`src/hdl/ccu_pkg.sv`:
```
// package: register map, field positions, modes, state types of the capture/compare unit
package ccu_pkg;
   // =====================================================
   // register indices on the plain register port
   localparam logic [2:0] ADDR_CTRL = 3'h0;  // capture_compare_control
   localparam logic [2:0] ADDR_PAIR_LO = 3'h1;  // capture_compare_low_byte
   localparam logic [2:0] ADDR_PAIR_HI = 3'h2;  // capture_compare_high_byte
   localparam logic [2:0] ADDR_T2_LO = 3'h3;  // second_timer_low_byte
   localparam logic [2:0] ADDR_T2_HI = 3'h4;  // second_timer_high_byte
   localparam logic [2:0] ADDR_T2_CTL = 3'h5;  // second_timer_control
   localparam logic [2:0] ADDR_STATUS = 3'h6;  // flags and interrupt enable
   localparam logic [2:0] ADDR_IO = 3'h7;  // pin and timestamp control
   // =====================================================
   // field positions
   localparam int CTL_DUTY_LSB = 4;  // duty_low_bits at [5:4]
   localparam int T2C_RD16 = 7;  // 16-bit read/write mode
   localparam int T2C_SEL_HI = 6;  // time_base_select_high
   localparam int T2C_PS_LSB = 4;  // input prescale at [5:4]
   localparam int T2C_SEL_LO = 3;  // time_base_select_low
   localparam int T2C_EXT = 1;  // external clock source
   localparam int T2C_ON = 0;  // timer on
   localparam int ST_FLAG = 0;  // unit_interrupt_flag, write one to clear
   localparam int ST_OVF = 1;  // second_timer_overflow_flag, write one to clear
   localparam int ST_IE = 2;  // unit_interrupt_enable
   localparam int IO_CANTS = 0;  // can_timestamp_enable
   localparam int IO_DIR = 1;  // pin drives out when set
   localparam int IO_PORT = 2;  // port data latch
   // =====================================================
   // reset values
   localparam logic [7:0] CTRL_RST = 8'h00;
   localparam logic [7:0] T2_CTL_RST = 8'h00;
   localparam logic [15:0] CNT_WRAP = 16'hFFFF;  // last count before overflow
   // =====================================================
   // unit_mode_field encodings
   localparam logic [3:0] MODE_OFF = 4'h0;
   localparam logic [3:0] MODE_RSVD = 4'h1;  // no function
   localparam logic [3:0] MODE_TOGGLE = 4'h2;
   localparam logic [3:0] MODE_CAN = 4'h3;
   localparam logic [3:0] MODE_FALL = 4'h4;
   localparam logic [3:0] MODE_RISE = 4'h5;
   localparam logic [3:0] MODE_RISE4 = 4'h6;
   localparam logic [3:0] MODE_RISE16 = 4'h7;
   localparam logic [3:0] MODE_SET_HI = 4'h8;
   localparam logic [3:0] MODE_SET_LO = 4'h9;
   localparam logic [3:0] MODE_SWINT = 4'hA;
   localparam logic [3:0] MODE_SPECIAL = 4'hB;
   localparam logic [1:0] MODE_PWM_TOP = 2'h3;  // upper two bits of 11xx
   // =====================================================
   // capture prescaler terminal counts
   localparam logic [3:0] PRE4_LAST = 4'h3;
   localparam logic [3:0] PRE16_LAST = 4'hF;
   // =====================================================
   // carriers and state
   typedef struct packed {
      logic [2:0] addr;
      logic [7:0] wdata;
      logic wr;
      logic rd;
   } ccu_bus_req_s;
   typedef struct packed {
      logic [15:0] cnt;  // second_16bit_timer
      logic [7:0] hibuf;  // high byte buffer for 16-bit access
      logic [2:0] psc;  // input prescaler
      logic ext_prev;  // last external clock level
   } ccu_tmr_s;
   typedef struct packed {
      logic [7:0] ctrl;
      logic [7:0] pair_lo;
      logic [7:0] pair_hi;
      logic [7:0] t2_ctl;
      logic flag;
      logic ovf_flag;
      logic ie;
      logic can_ts;
      logic pin_dir;
      logic port_bit;
      logic cmp_latch;  // compare output latch
      logic src_prev;  // last capture source level
      logic can_prev;
      logic match_prev;
      logic [3:0] pre_cnt;
      logic [3:0] mode_prev;
      logic ft_clear;
      logic adc_start;
      logic [9:0] duty;
      logic pin_out;
      logic [7:0] rdata;
   } ccu_state_s;
endpackage

```
`src/hdl/ccu_sync.sv`:
```
// two-stage synchroniser for the capture pin and the external timer clock
module ccu_sync
   import ccu_pkg::*;
(
   input wire logic mclk,
   input wire logic rst_n,
   input wire logic [1:0] async_in,
   output logic [1:0] sync_out
);
   // =====================================================
   // state: first and second stage
   typedef struct packed {
      logic [1:0] s1;
      logic [1:0] s2;
   } ccu_sync_s;
   ccu_sync_s s_reg;
   ccu_sync_s s_next;

   // first stage feeds only the second stage
   always_comb begin
      s_next = s_reg;
      s_next.s1 = async_in;
      s_next.s2 = s_reg.s1;
   end

   // register the stages
   always_ff @(posedge mclk or negedge rst_n) begin
      if (!rst_n) begin
         s_reg <= '0;
      end else begin
         s_reg <= s_next;
      end
   end

   assign sync_out = s_reg.s2;
endmodule

```
`src/hdl/ccu_timer.sv`:
```
// second 16-bit timer with prescaler, 16-bit access buffer and special-event clear
module ccu_timer
   import ccu_pkg::*;
(
   input wire logic mclk,
   input wire logic rst_n,
   input wire logic [7:0] ctl,
   input wire logic ext_lvl,
   input wire logic wr_lo,
   input wire logic wr_hi,
   input wire logic rd_lo,
   input wire logic [7:0] wdata,
   input wire logic clear,
   output logic [15:0] count,
   output logic [7:0] hi_view,
   output logic ovf
);
   ccu_tmr_s t_reg;  // timer state
   ccu_tmr_s t_next;
   logic tick;  // input clock edge
   logic [2:0] ps_mask;  // prescale terminal
   logic inc;  // count advances this cycle
   logic wr_any;

   // count, writes and clear; a write beats the clear
   always_comb begin
      t_next = t_reg;
      t_next.ext_prev = ext_lvl;
      ps_mask = 3'((4'h1 << ctl[T2C_PS_LSB +: 2]) - 4'h1);
      tick = ctl[T2C_ON] && (!ctl[T2C_EXT] || (ext_lvl && !t_reg.ext_prev));
      inc = tick && (t_reg.psc == ps_mask);
      wr_any = wr_lo || wr_hi;
      if (tick) begin
         t_next.psc = inc ? 3'h0 : t_reg.psc + 3'h1;
      end
      if (inc) begin
         t_next.cnt = t_reg.cnt + 16'h0001;
      end
      // the clear never passes through the overflow path
      if (clear) begin
         t_next.cnt = 16'h0000;
      end
      // a write in the same cycle wins over the clear
      if (ctl[T2C_RD16]) begin
         if (wr_hi) begin
            t_next.hibuf = wdata;
            t_next.cnt = t_reg.cnt;
         end
         if (wr_lo) begin
            t_next.cnt = {t_reg.hibuf, wdata};
         end
         if (rd_lo) begin
            t_next.hibuf = t_reg.cnt[15:8];
         end
      end else begin
         if (wr_lo) begin
            t_next.cnt = {t_reg.cnt[15:8], wdata};
         end
         if (wr_hi) begin
            t_next.cnt = {wdata, t_reg.cnt[7:0]};
         end
      end
      // overflow only on a true wrap of the count
      ovf = inc && (t_reg.cnt == CNT_WRAP) && !clear && !wr_any;
   end

   // register the state
   always_ff @(posedge mclk or negedge rst_n) begin
      if (!rst_n) begin
         t_reg <= '0;
      end else begin
         t_reg <= t_next;
      end
   end

   assign count = t_reg.cnt;
   assign hi_view = ctl[T2C_RD16] ? t_reg.hibuf : t_reg.cnt[15:8];
endmodule

```
`src/hdl/ccu_top.sv`:
```
// capture/compare unit: modes, capture, compare, special event, register port
//
// Functional notes
// special-event match clears second timer when selected
// that clear never sets overflow flag
// timer write wins over special-event clear
// pair acts as period in special mode
// mode 0000 off and reset; 0001 reserved
// 0010 toggles pin on match, sets flag
// 0011 captures on CAN message received
// 0100..0111 fall, rise, 4th, 16th rise
// 1000/1001 preset pin, force on match
// 1010 pin untouched, flag set on match
// special match: flag, timer clear, A/D start
// 11xx PWM; duty is low byte plus bits
// capture copies selected timer into pair
// capture sets sticky flag, software clears
// new capture overwrites pair, no overrun
// driven pin level change counts as edge
// software keeps timers synchronous
// timer choice from second timer control
// prescaler cleared when off or not capture
// prescaler switch keeps count, may flag
// software masks interrupt during mode change
// timestamp enable makes CAN pulse the source
// select 1x second timer, else first
// pin synchronised through two flip-flops
module ccu_top
   import ccu_pkg::*;
(
   input wire logic mclk,
   input wire logic rst_n,
   input wire ccu_bus_req_s bus,
   output logic [7:0] rdata,
   input wire logic [15:0] first_timer_count,
   input wire logic can_rx_pulse,
   input wire logic adc_enable,
   input wire logic pwm_level,
   input wire logic pin_in,
   input wire logic timer_ext_clk,
   output logic pin_out,
   output logic pin_oe,
   output logic first_timer_clear,
   output logic adc_start,
   output logic unit_flag,
   output logic unit_ie,
   output logic timer_ovf_flag,
   output logic [9:0] duty_value
);
   // =====================================================
   // mode decoding
   function automatic logic f_is_capture(input logic [3:0] m);
      f_is_capture = (m >= MODE_CAN) && (m <= MODE_RISE16);
   endfunction

   function automatic logic f_is_compare(input logic [3:0] m);
      f_is_compare = (m == MODE_TOGGLE) || ((m >= MODE_SET_HI) && (m <= MODE_SPECIAL));
   endfunction

   // =====================================================
   // signals
   ccu_state_s s_reg;  // state of the unit outside the second timer and the synchroniser
   ccu_state_s s_next;
   logic [1:0] sync_lvl;  // synchronised pin and external clock
   logic [15:0] t2_count;  // second timer count
   logic [7:0] t2_hi_view;  // high byte as software reads it
   logic t2_ovf;  // second timer wrap pulse
   logic t2_clear;  // special-event clear of the second timer
   logic t2_wr_lo;
   logic t2_wr_hi;
   logic t2_rd_lo;
   logic [3:0] mode;  // unit_mode_field
   logic sel_second;  // this unit runs on the second timer
   logic [15:0] sel_cnt;  // count of the selected time-base
   logic src_lvl;  // capture source level
   logic edge_rise;
   logic edge_fall;
   logic can_rise;
   logic use_can;
   logic cap_evt;  // capture taken this cycle
   logic match;
   logic match_evt;  // first cycle of a compare match
   logic flag_clr;  // software clear of the unit flag
   logic ovf_clr;
   logic [3:0] pre_last;  // prescaler terminal count

   // =====================================================
   // synchroniser for the asynchronous inputs
   ccu_sync u_sync (
      .mclk(mclk),
      .rst_n(rst_n),
      .async_in({timer_ext_clk, pin_in}),
      .sync_out(sync_lvl)
   );

   // =====================================================
   // second timer
   ccu_timer u_timer (
      .mclk(mclk),
      .rst_n(rst_n),
      .ctl(s_reg.t2_ctl),
      .ext_lvl(sync_lvl[1]),
      .wr_lo(t2_wr_lo),
      .wr_hi(t2_wr_hi),
      .rd_lo(t2_rd_lo),
      .wdata(bus.wdata),
      .clear(t2_clear),
      .count(t2_count),
      .hi_view(t2_hi_view),
      .ovf(t2_ovf)
   );

   // =====================================================
   // next-state logic
   always_comb begin
      s_next = s_reg;
      mode = s_reg.ctrl[3:0];
      t2_wr_lo = bus.wr && (bus.addr == ADDR_T2_LO);
      t2_wr_hi = bus.wr && (bus.addr == ADDR_T2_HI);
      t2_rd_lo = bus.rd && (bus.addr == ADDR_T2_LO);
      // time-base: only the high select bit picks the second timer here
      sel_second = s_reg.t2_ctl[T2C_SEL_HI];
      sel_cnt = sel_second ? t2_count : first_timer_count;
      // a driven pin feeds its own level back as the capture source
      src_lvl = s_reg.pin_dir ? s_reg.pin_out : sync_lvl[0];
      can_rise = can_rx_pulse && !s_reg.can_prev;
      use_can = s_reg.can_ts || (mode == MODE_CAN);
      edge_rise = use_can ? can_rise : (src_lvl && !s_reg.src_prev);
      edge_fall = use_can ? can_rise : (!src_lvl && s_reg.src_prev);
      s_next.src_prev = src_lvl;
      s_next.can_prev = can_rx_pulse;
      pre_last = (mode == MODE_RISE4) ? PRE4_LAST : PRE16_LAST;
      // capture event selection
      unique case (mode)
         MODE_CAN: cap_evt = can_rise;
         MODE_FALL: cap_evt = edge_fall;
         MODE_RISE: cap_evt = edge_rise;
         MODE_RISE4, MODE_RISE16: cap_evt = edge_rise && (s_reg.pre_cnt == pre_last);
         default: cap_evt = 1'b0;
      endcase
      // prescaler: kept across capture modes, cleared elsewhere
      if (!f_is_capture(mode)) begin
         s_next.pre_cnt = 4'h0;
      end else if (edge_rise && ((mode == MODE_RISE4) || (mode == MODE_RISE16))) begin
         s_next.pre_cnt = (s_reg.pre_cnt == pre_last) ? 4'h0 : s_reg.pre_cnt + 4'h1;
      end
      // compare: the pair is the period in special mode
      match = f_is_compare(mode) && (sel_cnt == {s_reg.pair_hi, s_reg.pair_lo});
      match_evt = match && !s_reg.match_prev;
      s_next.match_prev = match;
      // software register writes
      if (bus.wr) begin
         unique case (bus.addr)
            ADDR_CTRL: s_next.ctrl = {2'b00, bus.wdata[5:0]};
            ADDR_PAIR_LO: s_next.pair_lo = bus.wdata;
            ADDR_PAIR_HI: s_next.pair_hi = bus.wdata;
            ADDR_T2_CTL: s_next.t2_ctl = bus.wdata;
            ADDR_STATUS: s_next.ie = bus.wdata[ST_IE];
            ADDR_IO: begin
               s_next.can_ts = bus.wdata[IO_CANTS];
               s_next.pin_dir = bus.wdata[IO_DIR];
               s_next.port_bit = bus.wdata[IO_PORT];
            end
            default: ;
         endcase
      end
      flag_clr = bus.wr && (bus.addr == ADDR_STATUS) && bus.wdata[ST_FLAG];
      ovf_clr = bus.wr && (bus.addr == ADDR_STATUS) && bus.wdata[ST_OVF];
      // capture overwrites the pair, even over a software write
      if (cap_evt) begin
         s_next.pair_lo = sel_cnt[7:0];
         s_next.pair_hi = sel_cnt[15:8];
      end
      // compare latch: preset on mode entry, act on match
      s_next.mode_prev = mode;
      if (mode != s_reg.mode_prev) begin
         if (mode == MODE_SET_HI) begin
            s_next.cmp_latch = 1'b0;
         end else if (mode == MODE_SET_LO) begin
            s_next.cmp_latch = 1'b1;
         end
      end
      s_next.ft_clear = 1'b0;
      s_next.adc_start = 1'b0;
      t2_clear = 1'b0;
      if (match_evt) begin
         unique case (mode)
            MODE_TOGGLE: s_next.cmp_latch = !s_reg.cmp_latch;
            MODE_SET_HI: s_next.cmp_latch = 1'b1;
            MODE_SET_LO: s_next.cmp_latch = 1'b0;
            MODE_SPECIAL: begin
               t2_clear = sel_second;
               s_next.ft_clear = !sel_second;
               s_next.adc_start = adc_enable;
            end
            default: ;  // software-only compare leaves the pin alone
         endcase
      end
      // off resets internal state; reserved code does nothing
      if (mode == MODE_OFF) begin
         s_next.cmp_latch = 1'b0;
         s_next.duty = 10'h000;
      end
      // sticky flags: a set beats a clear in the same cycle
      s_next.flag = (s_reg.flag && !flag_clr) || cap_evt || match_evt;
      s_next.ovf_flag = (s_reg.ovf_flag && !ovf_clr) || t2_ovf;
      // duty value only follows the registers in PWM mode
      if (mode[3:2] == MODE_PWM_TOP) begin
         s_next.duty = {s_next.pair_lo, s_next.ctrl[CTL_DUTY_LSB +: 2]};
      end
      // pin level by mode
      if (f_is_compare(s_next.ctrl[3:0]) || (s_next.ctrl[3:0] == MODE_OFF)) begin
         s_next.pin_out = s_next.cmp_latch;
      end else if (s_next.ctrl[3:2] == MODE_PWM_TOP) begin
         s_next.pin_out = pwm_level;
      end else begin
         s_next.pin_out = s_next.port_bit;
      end
      // read data one cycle after the strobe
      s_next.rdata = 8'h00;
      if (bus.rd) begin
         unique case (bus.addr)
            ADDR_CTRL: s_next.rdata = s_reg.ctrl;
            ADDR_PAIR_LO: s_next.rdata = s_reg.pair_lo;
            ADDR_PAIR_HI: s_next.rdata = s_reg.pair_hi;
            ADDR_T2_LO: s_next.rdata = t2_count[7:0];
            ADDR_T2_HI: s_next.rdata = t2_hi_view;
            ADDR_T2_CTL: s_next.rdata = s_reg.t2_ctl;
            ADDR_STATUS: s_next.rdata = {5'h00, s_reg.ie, s_reg.ovf_flag, s_reg.flag};
            ADDR_IO: s_next.rdata = {5'h00, s_reg.port_bit, s_reg.pin_dir, s_reg.can_ts};
            default: ;
         endcase
      end
   end

   // =====================================================
   // state register
   always_ff @(posedge mclk or negedge rst_n) begin
      if (!rst_n) begin
         s_reg <= '0;
      end else begin
         s_reg <= s_next;
      end
   end

   // =====================================================
   // outputs, straight from state
   assign rdata = s_reg.rdata;
   assign pin_out = s_reg.pin_out;
   assign pin_oe = s_reg.pin_dir;
   assign first_timer_clear = s_reg.ft_clear;
   assign adc_start = s_reg.adc_start;
   assign unit_flag = s_reg.flag;
   assign unit_ie = s_reg.ie;
   assign timer_ovf_flag = s_reg.ovf_flag;
   assign duty_value = s_reg.duty;
endmodule

```
`config.mk`:
```
export PLATFORM = sky130hd
export DESIGN_NAME = ccu_top
export DESIGN_NICKNAME = d
export VERILOG_FILES = /design/src/hdl/ccu_pkg.sv /design/src/hdl/ccu_sync.sv /design/src/hdl/ccu_timer.sv /design/src/hdl/ccu_top.sv
export SDC_FILE = /design/constraint.sdc
export NUM_CORES = 1
export LEC_CHECK = 0
export BUFFER_PORTS_ARGS = -buffer_cell sky130_fd_sc_hd__buf_2
export CELL_PAD_IN_SITES_DETAIL_PLACEMENT = 0
export CELL_PAD_IN_SITES_GLOBAL_PLACEMENT = 1
export CORE_ASPECT_RATIO = 1.25
export CORE_MARGIN = 3
export CORE_UTILIZATION = 30
export CTS_BUF_LIST = sky130_fd_sc_hd__clkbuf_4 sky130_fd_sc_hd__clkbuf_8
export CTS_CLUSTER_SIZE = 10
export DETAILED_ROUTE_END_ITERATION = 16
export PLACE_DENSITY = 0.62
export SKIP_LAST_GASP = 1
export SLEW_MARGIN = 40
export SYNTH_ARGS = -nofsm -noshare
export SYNTH_HDL_FRONTEND = slang
export SYNTH_SLANG_ARGS = --single-unit
export TNS_END_PERCENT = 50
```
`constraint.sdc`:
```
create_clock -name mclk -period 3.1 [get_ports mclk]
set_input_delay 0.155 -clock mclk [delete_from_list [all_inputs] [get_ports mclk]]
set_output_delay 0.155 -clock mclk [all_outputs]
set_load 0.005 [all_outputs]
```
==> flow_summary.toml <==
[global_route]
grt_util_all_layers_pct = 17.81
grt_overflow = 0
antenna_found_initial = 1
grt_first_pass_wirelength_um = 29240
grt_pass1_vias = 4898
grt_max_degree = 61

[clocking]
cts_resized = 0
cts_tree = "done"
cts_buffers = 9
clockRootBuffer = "clkbuf_8"
path_clk_slew_ps = 100
insertion_delay_ps = 390
clock-sinks = 101
cts_buffer_depth = 2
postCtsHoldBufs = 6
post_cts_buffers = 0
ctsHtreeMaxLevel = 3

[synthesis]
synth_area_leader_cell = "dfrtp_1"
synth_cells = 619
ys_seq_area_share_pct = 42.57
synthFlopType = "dfrtp_1"
ys_top_cells_by_area = "dfrtp_1 (43%), mux2i_1 (9.8%), mux2_2 (4.0%)"
avgSynthCellArea_um2 = 9.591
ys_async_sr_fraction_pct = 100.0
ys_types = 62
syn-num-nets = 658
ys_ff_latch = 101
synthesis.area_um2 = 5937
synth-edff-count = 0
yosys_warnings = 0
netlist.area_leader.share_pct = 42.57

[place]
placed_cells = 902
io_buffers = 60
place_hpwl_um = 14190
placed_cell_area_um2 = 6410
routabilityCongestion = 0.8789

[power]
power_frac_clock_pct = 19.3
p_sw_uw = 1941
p_leak_uw = 0.002816
p_seq_share_pct = 45.3
vdd_drop_max_mv = 0.2218
sw_frac_of_total_pct = 39.49
p_int_uw = 2973
powerDensity_nw_per_um2 = 734.5
power_frac_comb_pct = 35.3

[cells_and_area]
final.fill_count = 1969
finalNetCount = 697
syn2layout_area_growth_pct = 12.69
largest_register_ffs = 40
final_cells = 925
drive_gt1_share_pct = 20.06
fin_area_um2 = 6690

[drt]
dr_total_vias = 4981
routed_wl_um = 19190
wl_per_cell_um = 20.74
drtAntennaViolNets = 0
dr.pass1.iters = 5
drc = 0
drt_iter0_drc = 395
via_per_inst = 5.385

[floorplanning]
die-area_um2 = 21520
chipHeight_um = 163.3
row_count = 56
start_util_pct = 31.04
core_um2 = 19130
io_pins = 61
die_w_um = 131.8

[setup_path]
cp.required_ps = 3370
crit_type = "register to register"
arrival_ps = 3070
path_delay_family = "simple AND/OR/NAND/NOR gates"
path_cells = "buf_4 > mux2i_1 > xnor2_1 > nor4_2 > nand4_2 > nor3_4 > or3_1 > o311ai_1"
max_stage_delay_ps = 650
critPathMaxFanout = 16
crit_path_end_kind = "register"
start_kind = "register"
crit_path_top_delay_cell = "nor3_4"
cp_num_buf_inv = 1

[sta]
whs_ps = 93.12
setup_viol = 0
fin_skew_ps = 10.60
slew-limit-headroom_pct = 42.96
fin_crit_sh_pct = 90.46
fmax_ghz = 0.3566
period_needed_ps = 2804
fin_setup_tns_ps = 0
finalMaxSlewViolations = 0
rsz0062_at_grt = "false"
hold_violations = 0
tightest_slew_ps = 855.7

[run]
cap_violations = 0

[min_path]
min_path_type = "input pin to register"

[outcome]
outcome = "finished clean"
## cell usage after synthesis, drive strengths merged (8+ instances only)
cell type and n:
xnor2 15, nor3 10, and3 9, nor2b 11, o21a 11, a22oi 14
buf 33, mux2 21, nor2 33, dfrtp 101, or3 11, inv 16
a21oi 42, o21ai 49, nand3 21, clkbuf 24, and2 8, nand2 54
mux2i 60
## through the flow
stage	power, uW	utilization (%)	setup slack (ps)
floorplan	3360	-	907.9
detailed placement	3969	33.51	341.1
global placement	3925	33.51	457.5
global route	5212	34.96	124.0
finish	4914	34.98	295.7
CTS	4941	34.96	311.8
## cells in the final DEF (no fill, tap or decap), types with 3 or more instances in the layout
cell type | Yosys | routed
nand4_1 | 5 | 5
xor2_1 | 3 | 3
nand3_1 | 21 | 21
mux2i_1 | 58 | 58
and3_1 | 9 | 9
a211oi_1 | 3 | 3
or3_1 | 11 | 11
dfrtp_1 | 101 | 101
and2_1 | 8 | 8
nor4_2 | 3 | 3
a221o_1 | 6 | 6
nand4b_1 | 3 | 3
ha_1 | 3 | 3
o31ai_1 | 4 | 4
buf_4 | 18 | 19
nor2_1 | 33 | 33
o221ai_1 | 3 | 3
o21ai_1 | 10 | 10
nand2_1 | 54 | 54
xnor2_1 | 15 | 15
o21ai_0 | 39 | 39
inv_1 | 14 | 14
nor2b_1 | 11 | 11
buf_2 | 5 | 59
dlygate4sd3_1 | 0 | 6
o22ai_1 | 4 | 4
clkbuf_8 | 0 | 9
a21oi_1 | 41 | 41
mux2_2 | 21 | 21
a22oi_1 | 14 | 14
a221oi_1 | 5 | 5
a31oi_1 | 5 | 5
nor3_1 | 7 | 7
o21a_1 | 11 | 11
## per-layer routing
| metal | vias up | global-route usage (%) | part of all wire [%] |
|---|---|---|---|
| met5 | - | 0 | 0 |
| met4 | 0 | 6.160 | 2.5 |
| met3 | 26 | 2.649 | 3.4 |
| met2 | 138 | 32.17 | 52 |
| met1 | 2500 | 21.72 | 42 |
| li1 | 2317 | - | - |
## final timing paths
path                                  start                 end  slack [ps]  cells after the start
min in group asynchronous             rst_n    u_sync.s_next[1]         310                      2
setup reg to reg                  s_reg[45]    u_timer.count[7]         300                      8
max in group asynchronous             rst_n       duty_value[5]        2040                      3
hold / removal                       bus[0]            rdata[0]          90                      3
setup / recovery                  s_reg[45]    u_timer.count[7]         300                      8
hold reg to reg            u_sync.s_next[0]  u_sync.sync_out[0]         360                      0
## final cells by class
| type | count | area (um2) | share of cell area [%] |
|---|---|---|---|
| Clock buffer | 10 | 131.4 | 1.964 |
| Antenna cell | 1 | 2.502 | 0.03740 |
| Sequential cell | 101 | 2527 | 37.78 |
| Inverter | 16 | 60.06 | 0.8977 |
| Multi-Input combinational cell | 445 | 3038 | 45.41 |
| Tap cell | 261 | 326.6 | 4.881 |
| Timing Repair Buffer | 85 | 518.0 | 7.743 |
| Clock inverter | 6 | 86.33 | 1.290 |
## power groups by stage
stage	sequential, uW	combinational (uW)	clock [uW]
after floorplan	2020	1340	0
after global placement	2230	1690	0
after detailed placement	2240	1730	0
after CTS	2220	1750	979
after global routing	2270	1920	1030
final	2230	1740	951
## worst reg2reg max path, delay by kind of cell, from the launching register on
kind,cells,cell delay [ps]
xor+xnor,1,120
simple gates,4,1470
buf+inv,1,250
compound gates,1,130
mux,1,350
flops,1,350
## cell families (layout without fill, tap and decap cells)
family	after synthesis	in the layout	synth area share, %
xor+xnor	18	18	2.656
simple gates	181	181	15.85
fa+ha+maj	3	3	0.6323
other cells	0	1	0
flops	101	101	42.57
buf+inv	73	117	6.259
mux	82	82	14.60
compound gates	161	161	17.43
Note: power is estimated with default switching activity, not from simulation.
